**src/rtl/tcc_defines.vh**
```
// constants for the three-channel 16-bit timer/counter block
`ifndef TCC_DEFINES_VH
`define TCC_DEFINES_VH

`define TCC_NUM_CH 3
// per-channel word offsets, channel base is index times 0x40
`define TCC_CCR_OFF 6'h00
`define TCC_CMR_OFF 6'h04
`define TCC_CV_OFF 6'h10
`define TCC_RA_OFF 6'h14
`define TCC_RB_OFF 6'h18
`define TCC_RC_OFF 6'h1C
`define TCC_SR_OFF 6'h20
`define TCC_BCR_ADDR 8'hC0
`define TCC_BMR_ADDR 8'hC4
// channel control bits
`define TCC_CLOCK_ENABLE_CMD_BIT 0
`define TCC_CLOCK_DISABLE_CMD_BIT 1
`define TCC_SOFT_TRIGGER_CMD_BIT 2
`define TCC_SYNC_BIT 0
// channel mode fields
`define TCC_CLKS_RNG 2:0
`define TCC_CLOCK_INVERT_BIT_BIT 3
`define TCC_BURST_RNG 5:4
`define TCC_STOP_BIT 6
`define TCC_DIS_BIT 7
`define TCC_ETRG_RNG 9:8
`define TCC_EXT_TRIGGER_LINE_SELECT_BIT 10
`define TCC_EEVT_RNG 12:11
`define TCC_EXT_EVENT_TRIGGER_ENABLE_BIT 13
`define TCC_RC_COMPARE_TRIGGER_ENABLE_BIT 14
`define TCC_WAVE_BIT 15
`define TCC_RA_LOAD_EDGE_RNG 17:16
`define TCC_RB_LOAD_EDGE_RNG 19:18
`define TCC_CMR_W 20
`define TCC_CMR_RST 20'h00000
// status bits
`define TCC_COVF_BIT 0
`define TCC_LOVR_BIT 1
`define TCC_CLOCK_RUNNING_FLAG_BIT 16
// prescaler taps giving /2, /8, /32, /128 and the slow clock stand-in /1024
`define TCC_PRE_W 10
`define TCC_TAP1 0
`define TCC_TAP2 2
`define TCC_TAP3 4
`define TCC_TAP4 6
`define TCC_TAP5 9
`define TCC_CNT_MAX 16'hFFFF

`endif

```
**src/rtl/tcc_prescale.v**
```verilog
// free-running prescaler producing the five internal divided clock levels
`timescale 1ns/1ps
`include "tcc_defines.vh"
module tcc_prescale (
  input wire core_clk_in,
  input wire arst_n_in,
  output wire [4:0] div_clk_out
);
  reg [`TCC_PRE_W-1:0] pre_ff;

  always @(posedge core_clk_in or negedge arst_n_in) begin
    if (!arst_n_in) begin
      pre_ff <= {`TCC_PRE_W{1'b0}};
    end else begin
      pre_ff <= pre_ff + {{(`TCC_PRE_W-1){1'b0}}, 1'b1};
    end
  end

  // levels, not pulses: each channel finds its own edge after inversion
  assign div_clk_out = {pre_ff[`TCC_TAP5], pre_ff[`TCC_TAP4], pre_ff[`TCC_TAP3],
                        pre_ff[`TCC_TAP2], pre_ff[`TCC_TAP1]};
endmodule

```
**src/rtl/tcc_edge.v**
```verilog
// edge finder for a channel's clock, line and external clock levels
`timescale 1ns/1ps
module tcc_edge (
  input wire core_clk_in,
  input wire arst_n_in,
  input wire [5:0] lvl_in,
  output wire [5:0] rise_out,
  output wire [5:0] fall_out
);
  reg [5:0] prev_ff;

  always @(posedge core_clk_in or negedge arst_n_in) begin
    if (!arst_n_in) begin
      prev_ff <= 6'h00;
    end else begin
      prev_ff <= lvl_in;
    end
  end

  assign rise_out = lvl_in & ~prev_ff;
  assign fall_out = ~lvl_in & prev_ff;
endmodule

```
**src/rtl/tcc_top.v**
```verilog
// three-channel 16-bit timer/counter with capture, triggers and clock control
//
// Implementation choices: strobed register access and the address map.
`timescale 1ns/1ps
`include "tcc_defines.vh"
module tcc_top (
  input wire core_clk_in,
  input wire arst_n_in,
  input wire [7:0] reg_addr_in,
  input wire [31:0] reg_wdata_in,
  input wire reg_wr_in,
  input wire reg_rd_in,
  input wire [2:0] ext_clock_pin_in,
  input wire [2:0] io_line_a_in,
  input wire [2:0] io_line_b_in,
  output reg [31:0] reg_rdata_out,
  output reg [2:0] io_line_a_out,
  output reg [2:0] io_line_a_oe_n_out,
  output reg [2:0] io_line_b_out,
  output reg [2:0] io_line_b_oe_n_out
);
  function reg_at;
    input [7:0] addr;
    input [1:0] ch;
    input [5:0] off;
    begin
      reg_at = (addr[7:6] == ch) && (addr[5:0] == off);
    end
  endfunction

  // 0 none, 1 rising, 2 falling, 3 both
  function edge_hit;
    input [1:0] sel;
    input rise;
    input fall;
    begin
      edge_hit = ((sel == 2'h1) && rise) || ((sel == 2'h2) && fall) ||
                 ((sel == 2'h3) && (rise || fall));
    end
  endfunction

  // 0 own pin, 1 none, 2 and 3 the other channels' line a
  function xc_route;
    input [1:0] sel;
    input pin;
    input chain_lo;
    input chain_hi;
    begin
      case (sel)
        2'h0: xc_route = pin;
        2'h2: xc_route = chain_lo;
        2'h3: xc_route = chain_hi;
        default: xc_route = 1'b0;
      endcase
    end
  endfunction

  wire [4:0] int_clk;
  wire [2:0] wave_w;
  wire [2:0] b_in_w;
  wire [95:0] rd_bus;
  reg [5:0] block_mode_ff;
  reg [2:0] xc;
  wire [2:0] io_a_eff;
  wire sync_pulse;

  tcc_prescale u_prescale (
    .core_clk_in(core_clk_in),
    .arst_n_in(arst_n_in),
    .div_clk_out(int_clk)
  );

  // a channel in waveform mode chains its own driven level, else the pin
  assign io_a_eff = (wave_w & io_line_a_out) | (~wave_w & io_line_a_in);

  always @* begin
    xc[0] = xc_route(block_mode_ff[1:0], ext_clock_pin_in[0], io_a_eff[1], io_a_eff[2]);
    xc[1] = xc_route(block_mode_ff[3:2], ext_clock_pin_in[1], io_a_eff[0], io_a_eff[2]);
    xc[2] = xc_route(block_mode_ff[5:4], ext_clock_pin_in[2], io_a_eff[0], io_a_eff[1]);
  end

  assign sync_pulse = reg_wr_in && (reg_addr_in == `TCC_BCR_ADDR) &&
                      reg_wdata_in[`TCC_SYNC_BIT];

  genvar g;
  generate
    for (g = 0; g < `TCC_NUM_CH; g = g + 1) begin : g_ch
      localparam integer CH_IDX = g;
      localparam [1:0] CH = CH_IDX[1:0];
      reg [`TCC_CMR_W-1:0] mode_ff;
      reg [15:0] cnt_ff;
      reg [15:0] ra_ff;
      reg [15:0] rb_ff;
      reg [15:0] rc_ff;
      reg ovf_ff;
      reg lovr_ff;
      reg clk_en_ff;
      reg run_ff;
      reg pend_ff;
      reg a_done_ff;
      reg ra_unread_ff;
      reg rb_unread_ff;
      reg src_lvl;
      reg burst_ok;
      reg [31:0] ch_rd;
      wire [5:0] rise_w;
      wire [5:0] fall_w;
      wire wave = mode_ff[`TCC_WAVE_BIT];
      wire [2:0] clks = mode_ff[`TCC_CLKS_RNG];
      wire [1:0] burst = mode_ff[`TCC_BURST_RNG];
      wire [1:0] eevt = mode_ff[`TCC_EEVT_RNG];
      wire wr_ccr = reg_wr_in && reg_at(reg_addr_in, CH, `TCC_CCR_OFF);
      wire wr_cmr = reg_wr_in && reg_at(reg_addr_in, CH, `TCC_CMR_OFF);
      wire wr_ra = reg_wr_in && wave && reg_at(reg_addr_in, CH, `TCC_RA_OFF);
      wire wr_rb = reg_wr_in && wave && reg_at(reg_addr_in, CH, `TCC_RB_OFF);
      wire wr_rc = reg_wr_in && reg_at(reg_addr_in, CH, `TCC_RC_OFF);
      wire rd_ra = reg_rd_in && reg_at(reg_addr_in, CH, `TCC_RA_OFF);
      wire rd_rb = reg_rd_in && reg_at(reg_addr_in, CH, `TCC_RB_OFF);
      wire rd_sr = reg_rd_in && reg_at(reg_addr_in, CH, `TCC_SR_OFF);
      wire en_cmd = wr_ccr && reg_wdata_in[`TCC_CLOCK_ENABLE_CMD_BIT];
      wire sw_trig = wr_ccr && reg_wdata_in[`TCC_SOFT_TRIGGER_CMD_BIT];
      wire [2:0] ev_idx;
      wire ext_trig;
      wire tick;
      wire [15:0] nxt_cnt;
      wire rc_ev;
      wire trig;
      wire ld_a;
      wire ld_b;
      wire stop_ev;
      wire dis_ev;

      always @* begin
        case (clks)
          3'h5: src_lvl = xc[0];
          3'h6: src_lvl = xc[1];
          3'h7: src_lvl = xc[2];
          default: src_lvl = int_clk[clks];
        endcase
      end

      always @* begin
        if (burst == 2'h0) begin
          burst_ok = 1'b1;
        end else begin
          burst_ok = xc[burst - 2'h1];
        end
      end

      // bit 0 is the counting clock, inverted when the invert bit is set, before its edge is found
      tcc_edge u_edge (
        .core_clk_in(core_clk_in),
        .arst_n_in(arst_n_in),
        .lvl_in({xc, io_line_b_in[g], io_a_eff[g], src_lvl ^ mode_ff[`TCC_CLOCK_INVERT_BIT_BIT]}),
        .rise_out(rise_w),
        .fall_out(fall_w)
      );

      // event source 0 is line b, 1 to 3 the external clocks
      assign ev_idx = (eevt == 2'h0) ? 3'h2 : {1'b0, eevt} + 3'h2;
      assign ext_trig = wave ?
        (mode_ff[`TCC_EXT_EVENT_TRIGGER_ENABLE_BIT] &&
         edge_hit(mode_ff[`TCC_ETRG_RNG], rise_w[ev_idx], fall_w[ev_idx])) :
        (mode_ff[`TCC_EXT_TRIGGER_LINE_SELECT_BIT] ?
         edge_hit(mode_ff[`TCC_ETRG_RNG], rise_w[1], fall_w[1]) :
         edge_hit(mode_ff[`TCC_ETRG_RNG], rise_w[2], fall_w[2]));

      assign tick = rise_w[0] && clk_en_ff && run_ff && burst_ok;
      // a pending trigger takes effect on the next active edge only
      assign nxt_cnt = pend_ff ? 16'h0000 : cnt_ff + 16'h0001;
      assign rc_ev = tick && (nxt_cnt == rc_ff);
      assign trig = sw_trig || sync_pulse || ext_trig ||
                    (rc_ev && mode_ff[`TCC_RC_COMPARE_TRIGGER_ENABLE_BIT]);
      assign ld_a = !wave && !a_done_ff &&
                    edge_hit(mode_ff[`TCC_RA_LOAD_EDGE_RNG], rise_w[1], fall_w[1]);
      assign ld_b = !wave && a_done_ff &&
                    edge_hit(mode_ff[`TCC_RB_LOAD_EDGE_RNG], rise_w[1], fall_w[1]);
      assign stop_ev = mode_ff[`TCC_STOP_BIT] && (ld_b || (wave && rc_ev));
      assign dis_ev = (wr_ccr && reg_wdata_in[`TCC_CLOCK_DISABLE_CMD_BIT]) ||
                      (mode_ff[`TCC_DIS_BIT] && (ld_b || (wave && rc_ev)));

      always @(posedge core_clk_in or negedge arst_n_in) begin
        if (!arst_n_in) begin
          mode_ff <= `TCC_CMR_RST;
          rc_ff <= 16'h0000;
        end else begin
          if (wr_cmr) begin
            mode_ff <= reg_wdata_in[`TCC_CMR_W-1:0];
          end
          if (wr_rc) begin
            rc_ff <= reg_wdata_in[15:0];
          end
        end
      end

      // clock enable and start/stop; disable wins over a same-cycle enable
      always @(posedge core_clk_in or negedge arst_n_in) begin
        if (!arst_n_in) begin
          clk_en_ff <= 1'b0;
          run_ff <= 1'b0;
          pend_ff <= 1'b0;
        end else begin
          if (dis_ev) begin
            clk_en_ff <= 1'b0;
          end else if (en_cmd) begin
            clk_en_ff <= 1'b1;
          end
          if (dis_ev) begin
            run_ff <= 1'b0;
          end else if (clk_en_ff) begin
            if (trig) begin
              run_ff <= 1'b1;
            end else if (stop_ev) begin
              run_ff <= 1'b0;
            end
          end
          if (clk_en_ff && trig) begin
            pend_ff <= 1'b1;
          end else if (tick) begin
            pend_ff <= 1'b0;
          end
        end
      end

      // counter holds whenever no qualified edge arrives
      always @(posedge core_clk_in or negedge arst_n_in) begin
        if (!arst_n_in) begin
          cnt_ff <= 16'h0000;
          ovf_ff <= 1'b0;
        end else begin
          if (tick) begin
            cnt_ff <= nxt_cnt;
          end
          ovf_ff <= (ovf_ff && !rd_sr) ||
                    (tick && !pend_ff && (cnt_ff == `TCC_CNT_MAX));
        end
      end

      // capture sequencing; a fresh load beats a read in the same cycle
      always @(posedge core_clk_in or negedge arst_n_in) begin
        if (!arst_n_in) begin
          ra_ff <= 16'h0000;
          rb_ff <= 16'h0000;
          a_done_ff <= 1'b0;
          ra_unread_ff <= 1'b0;
          rb_unread_ff <= 1'b0;
          lovr_ff <= 1'b0;
        end else begin
          if (trig) begin
            a_done_ff <= 1'b0;
          end else if (ld_a) begin
            a_done_ff <= 1'b1;
          end else if (ld_b) begin
            a_done_ff <= 1'b0;
          end
          if (ld_a) begin
            ra_ff <= cnt_ff;
          end else if (wr_ra) begin
            ra_ff <= reg_wdata_in[15:0];
          end
          if (ld_b) begin
            rb_ff <= cnt_ff;
          end else if (wr_rb) begin
            rb_ff <= reg_wdata_in[15:0];
          end
          ra_unread_ff <= ld_a || (ra_unread_ff && !rd_ra);
          rb_unread_ff <= ld_b || (rb_unread_ff && !rd_rb);
          lovr_ff <= (lovr_ff && !rd_sr) || (ld_a && ra_unread_ff) ||
                     (ld_b && rb_unread_ff);
        end
      end

      always @* begin
        ch_rd = 32'h00000000;
        case (reg_addr_in[5:0])
          `TCC_CMR_OFF: ch_rd[`TCC_CMR_W-1:0] = mode_ff;
          `TCC_CV_OFF: ch_rd[15:0] = cnt_ff;
          `TCC_RA_OFF: ch_rd[15:0] = ra_ff;
          `TCC_RB_OFF: ch_rd[15:0] = rb_ff;
          `TCC_RC_OFF: ch_rd[15:0] = rc_ff;
          `TCC_SR_OFF: begin
            ch_rd[`TCC_COVF_BIT] = ovf_ff;
            ch_rd[`TCC_LOVR_BIT] = lovr_ff;
            ch_rd[`TCC_CLOCK_RUNNING_FLAG_BIT] = clk_en_ff;
          end
          default: ch_rd = 32'h00000000;
        endcase
      end

      assign rd_bus[g*32 +: 32] = ch_rd;
      assign wave_w[g] = wave;
      // line b stays an input when it is the waveform event source
      assign b_in_w[g] = !wave || (eevt == 2'h0);
    end
  endgenerate

  always @(posedge core_clk_in or negedge arst_n_in) begin
    if (!arst_n_in) begin
      block_mode_ff <= 6'h00;
      reg_rdata_out <= 32'h00000000;
      io_line_a_out <= 3'h0;
      io_line_a_oe_n_out <= 3'h7;
      io_line_b_out <= 3'h0;
      io_line_b_oe_n_out <= 3'h7;
    end else begin
      if (reg_wr_in && (reg_addr_in == `TCC_BMR_ADDR)) begin
        block_mode_ff <= reg_wdata_in[5:0];
      end
      // read data stands for exactly one cycle, zero otherwise
      if (!reg_rd_in) begin
        reg_rdata_out <= 32'h00000000;
      end else if (reg_addr_in[7:6] != 2'h3) begin
        reg_rdata_out <= rd_bus[reg_addr_in[7:6]*32 +: 32];
      end else if (reg_addr_in == `TCC_BMR_ADDR) begin
        reg_rdata_out <= {26'h0, block_mode_ff};
      end else begin
        reg_rdata_out <= 32'h00000000;
      end
      // no waveform drive levels are generated; both line outputs are held low here
      io_line_a_out <= 3'h0;
      io_line_b_out <= 3'h0;
      io_line_a_oe_n_out <= ~wave_w;
      io_line_b_oe_n_out <= b_in_w;
    end
  end
endmodule

```
**config.mk**
```make
export PLATFORM = sky130hd
export DESIGN_NAME = tcc_top
export DESIGN_NICKNAME = d
export VERILOG_FILES = /design/src/rtl/tcc_prescale.v /design/src/rtl/tcc_edge.v /design/src/rtl/tcc_top.v
export VERILOG_INCLUDE_DIRS = /design/src /design/src/rtl
export SDC_FILE = /design/constraint.sdc
export NUM_CORES = 1
export LEC_CHECK = 0
export BUFFER_PORTS_ARGS = -buffer_cell sky130_fd_sc_hd__buf_4
export CAP_MARGIN = 10
export CORE_MARGIN = 1.5
export CORE_UTILIZATION = 60
export CTS_CLUSTER_DIAMETER = 60
export DETAILED_ROUTE_END_ITERATION = 12
export PLACE_DENSITY = 0.9
export SLEW_MARGIN = 10
export SYNTH_ARGS = -nofsm -noshare
export SYNTH_HDL_FRONTEND = slang
export SYNTH_SLANG_ARGS = --single-unit
```
**constraint.sdc**
```tcl
create_clock -name core_clk_in -period 4 [get_ports core_clk_in]
set_clock_uncertainty 0.15 [all_clocks]
set_input_delay 0.4 -clock core_clk_in [delete_from_list [all_inputs] [get_ports core_clk_in]]
set_output_delay 0.4 -clock core_clk_in [all_outputs]
set_load 0.05 [all_outputs]
```
==> summary.txt <==
Finish
  • Most frequent cells in the layout: dfrtp_1, nor2_1, a21oi_1, mux2_2, nand2_1
  • Proportion of layout cells with a drive suffix above 1: 0.1989
  • Commonest non-fill, non-tap cell in the layout: dfrtp_1
  • Syn-to-layout area delta: 11.16%
  • Util after Layout: 0.6771
  • Design Area, Final: 21370 µm²
  • Nets@finish: 2064

Power and ir drop
  • Tot Pwr: 9.178 mW
  • Sequential share of power: 0.453
  • Net Sw Frac: 0.2843
  • P per Cell Area: 429.6 nW/µm²
  • Sw Pwr: 2.610 mW
  • Maximum VDD drop: 326.0 µV
  • Clock Power Share: 0.400
  • Leakage: 9.149 nW
  • Combinational power share: 0.147
  • Internal Power: 6.569 mW

Critical path
  • Delay-heaviest family, CP: simple AND/OR/NAND/NOR gates
  • Critical Path AT: 3970 ps
  • Worst Path Buf+Inv: 0
  • CP endpoint kind: register
  • Critical Path RT: 4280 ps
  • Most Frequent Cell on Critical Path: xnor2_1
  • CP max-delay cell: nor4_1
  • Worst-path fanout max: 11
  • Kind of critical path: register to register
  • Crit Reg-Reg Startpoint: g_ch[2].cnt_ff[0]$_DFFE_PN0N_
  • Crit path launch: g_ch[2].cnt_ff[0]$_DFFE_PN0N_
  • CP max stage delay: 630 ps
  • Setup crit start kind: register
  • CP Cell Sequence: ha_1 -> nand4_1 -> nor4_1 -> xnor2_1 -> nor2_1 -> xnor2_1 -> nand3_1 -> or4_1 -> nor3_2 -> mux2_1

Route
  • Top sig layer: met5
  • Routed WL per cell: 25.00 µm
  • DRC: 0
  • DRT Pass-1 Iters: 6
  • Iter 0 DRT Violations: 2370
  • Via density: 7.042
  • Routed wire length: 60.66 mm
  • M1 WL: 21.44 mm
  • Via count: 17083
  • Post-route ant nets: 0
  • DR WL met3: 7.729 mm
  • WL met2: 26.85 mm

Timing
  • RSZ-0062 raised after global routing: false
  • Setup TNS: 0 ps
  • Least-Margin Pin Slew: 1263 ps
  • Final period util: 0.9212
  • Final hold vios: 0
  • Peak Freq: 0.2714 GHz
  • Slew Viols, Final: 0
  • Worst rel slew slack: 0.1494
  • Min cycle time layout: 3685 ps
  • Final setup vio count: 0

Min path
  • Hold_sp: io_line_a_in[1]
  • HP Class: input port to register

Clocking
  • Clock Root Buffer: clkbuf_16
  • # clock sinks: 330
  • Skew-Pair Late Insertion Delay: 570 ps
  • Inserted Clock Buffers: 38
  • CTS Buffer Depth: 3
  • Gates resized, CTS repair: 0
  • H-Tree Depth: 2
  • CTS tree: built
  • Clock-pin slew on the worst setup and hold paths: 70 ps
  • Hold Buf Count CTS: 9
  • Post CTS Setup Buffer Count: 0

Die
  • Die Wd: 182.0 µm
  • Die Y: 182.0 µm
  • Placement Rows: 65
  • Die footprint: 33110 µm²
  • I/O Pins: 97
  • Core ar.: 31560 µm²
  • Initial core utilization: 0.6091

Yosys
  • Mean Syn Cell Area: 9.639 µm²
  • Post-synthesis instance total: 1994
  • Cell variety after synth: 89
  • Main area contributors after synthesis: dfrtp_1, mux2_2, mux2i_1
  • Post-synthesis sequential area ratio: 0.4301
  • Cell taking the most area after synthesis: dfrtp_1
  • Most common flop cell mapped by yosys: dfrtp_1
  • Fraction of registers with async set/reset: 1.000
  • Seq cells post-synth: 330
  • Post-Synthesis Cell Area: 19220 µm²
  • Synth Warn #: 0
  • Number of synthesized flops with an enable pin: 0
  • Synth top area share: 0.4218

Place
  • Dpl cell area: 19950 µm²
  • Routability Congestion: 0.9828
  • DP HPWL: 39.45 mm
  • Buffers on Ports: 66

Status
  • Status: finished, final reports clean

Global route
  • Number of global-route vias before repair: 16898
  • Grt ovf: 0
  • Total track usage: 0.3698
  • Initial antenna violation count: 3
  • Largest net degree at the start of global routing: 113
  • First-pass GRT wire length: 94.74 mm

Flow run
  • Max_cap viols: 0
==> logic make-up after synthesis <==
kind of cell | count (synthesis) | share of synthesized area
other | 1 | 0.0001951
buffers and inverters | 232 | 0.05149
DFF | 330 | 0.4301
and+or+nand+nor | 547 | 0.1411
muxes | 288 | 0.1699
adders and majority gates | 19 | 0.01237
xor gates and xnor gates | 62 | 0.02969
AOI/OAI and AO/OA | 515 | 0.1652
==> layer usage <==
metal | global-route usage | up-vias
li1 | - | 7177
met3 | 0.1103 | 396
met2 | 0.5634 | 1258
met4 | 0.2469 | 2
met1 | 0.4570 | 8250
met5 | 0 | -
==> tightest hold or removal path, cell delays in order <==
cell      delay [ps]
buf_4            100
nand2b_1         100
inv_1            100
==> synth_stat cells (5+ instances only) <==
cell type    n
a211oi_1     8
a21o_1       5
a21oi_1    180
a221oi_1    16
a22oi_1     42
a311oi_1     6
a31o_2       6
a31oi_1     24
and2_1       5
and3_1      16
and4_1       6
buf_1       19
buf_2       19
buf_4       23
clkbuf_1   122
dfrtp_1    324
dfstp_2      6
ha_1        19
inv_1       46
mux2_2     155
mux2i_1    117
mux4_2      15
nand2_1    129
nand2b_1    18
nand3_1     39
nand3b_1     6
nand4_1     19
nor2_1     195
nor2b_1     18
nor3_1      19
nor3b_1      9
nor4_1      15
o211ai_1    16
o21ai_0    128
o22ai_1      9
o31ai_1     28
or4_1       10
xnor2_1     43
xor2_1      17
==> path summary, 6_finish.rpt <==
path | end | slack [ps] | cells after the start
worst min register to register | g_ch[0].ra_unread_ff$_DFF_PN0_ | 340 | 1
worst max-delay path | g_ch[2].run_ff$_DFFE_PN0P_ | 320 | 10
worst max register to register | g_ch[2].run_ff$_DFFE_PN0P_ | 320 | 10
max in group asynchronous | reg_rdata_out[8]$_DFF_PN0_ | 2410 | 3
min in group asynchronous | u_prescale.pre_ff[3]$_DFF_PN0_ | 240 | 2
worst min-delay path | g_ch[1].u_edge.prev_ff[1]$_DFF_PN0_ | 30 | 3
==> registers in the layout (all words and copies together) (netlist names) <==
| register | flops |
|---|---|
| g_ch.clk_en_ff | 3 |
| g_ch.mode_ff | 60 |
| g_ch.ra_ff | 48 |
| g_ch.lovr_ff | 3 |
| g_ch.pend_ff | 3 |
| reg_rdata_out | 20 |
| g_ch.rb_unread_ff | 3 |
| g_ch.run_ff | 3 |
| g_ch.u_edge.prev_ff | 12 |
| g_ch.a_done_ff | 3 |
| g_ch.ovf_ff | 3 |
| g_ch.rc_ff | 48 |
| g_ch.cnt_ff | 48 |
| io_line_a_oe_n_out | 3 |
| block_mode_ff | 6 |
| io_line_b_oe_n_out | 3 |
| u_prescale.pre_ff | 10 |
| g_ch.ra_unread_ff | 3 |
| g_ch.rb_ff | 48 |
==> power groups by stage <==
stage	sequential, mW	combinational [mW]	clock [mW]
2_1_floorplan	4.08	0.898	0
3_3_place_gp	4.15	1.21	0
3_5_place_dp	4.19	1.27	0
4_1_cts	4.14	1.31	3.67
5_1_grt	4.20	1.47	3.81
6_report	4.16	1.35	3.67
==> final cells by class <==
cell class / instances / area [µm²]
Timing Repair Buffer: 126 / 1001
Antenna cell: 3 / 7.507
Tap cell: 402 / 503.0
Inverter: 47 / 176.4
Clock buffer: 55 / 1156
Sequential cell: 330 / 8265
Multi-Input combinational cell: 1449 / 10090
Fill cell: 2201 / 10190
Clock inverter: 14 / 163.9
==> per-stage QoR <==
step	std cells	worst slack, ps	hold slack (ps)
finish	2426	315.3	27.15
global route	2424	43.88	45.75
CTS	2423	359.9	25.36
detailed placement	2345	373.0	265.3
global placement	2345	455.8	256.4
floorplan	2011	925.0	-45.59
Note: power is estimated with default switching activity, not from simulation.
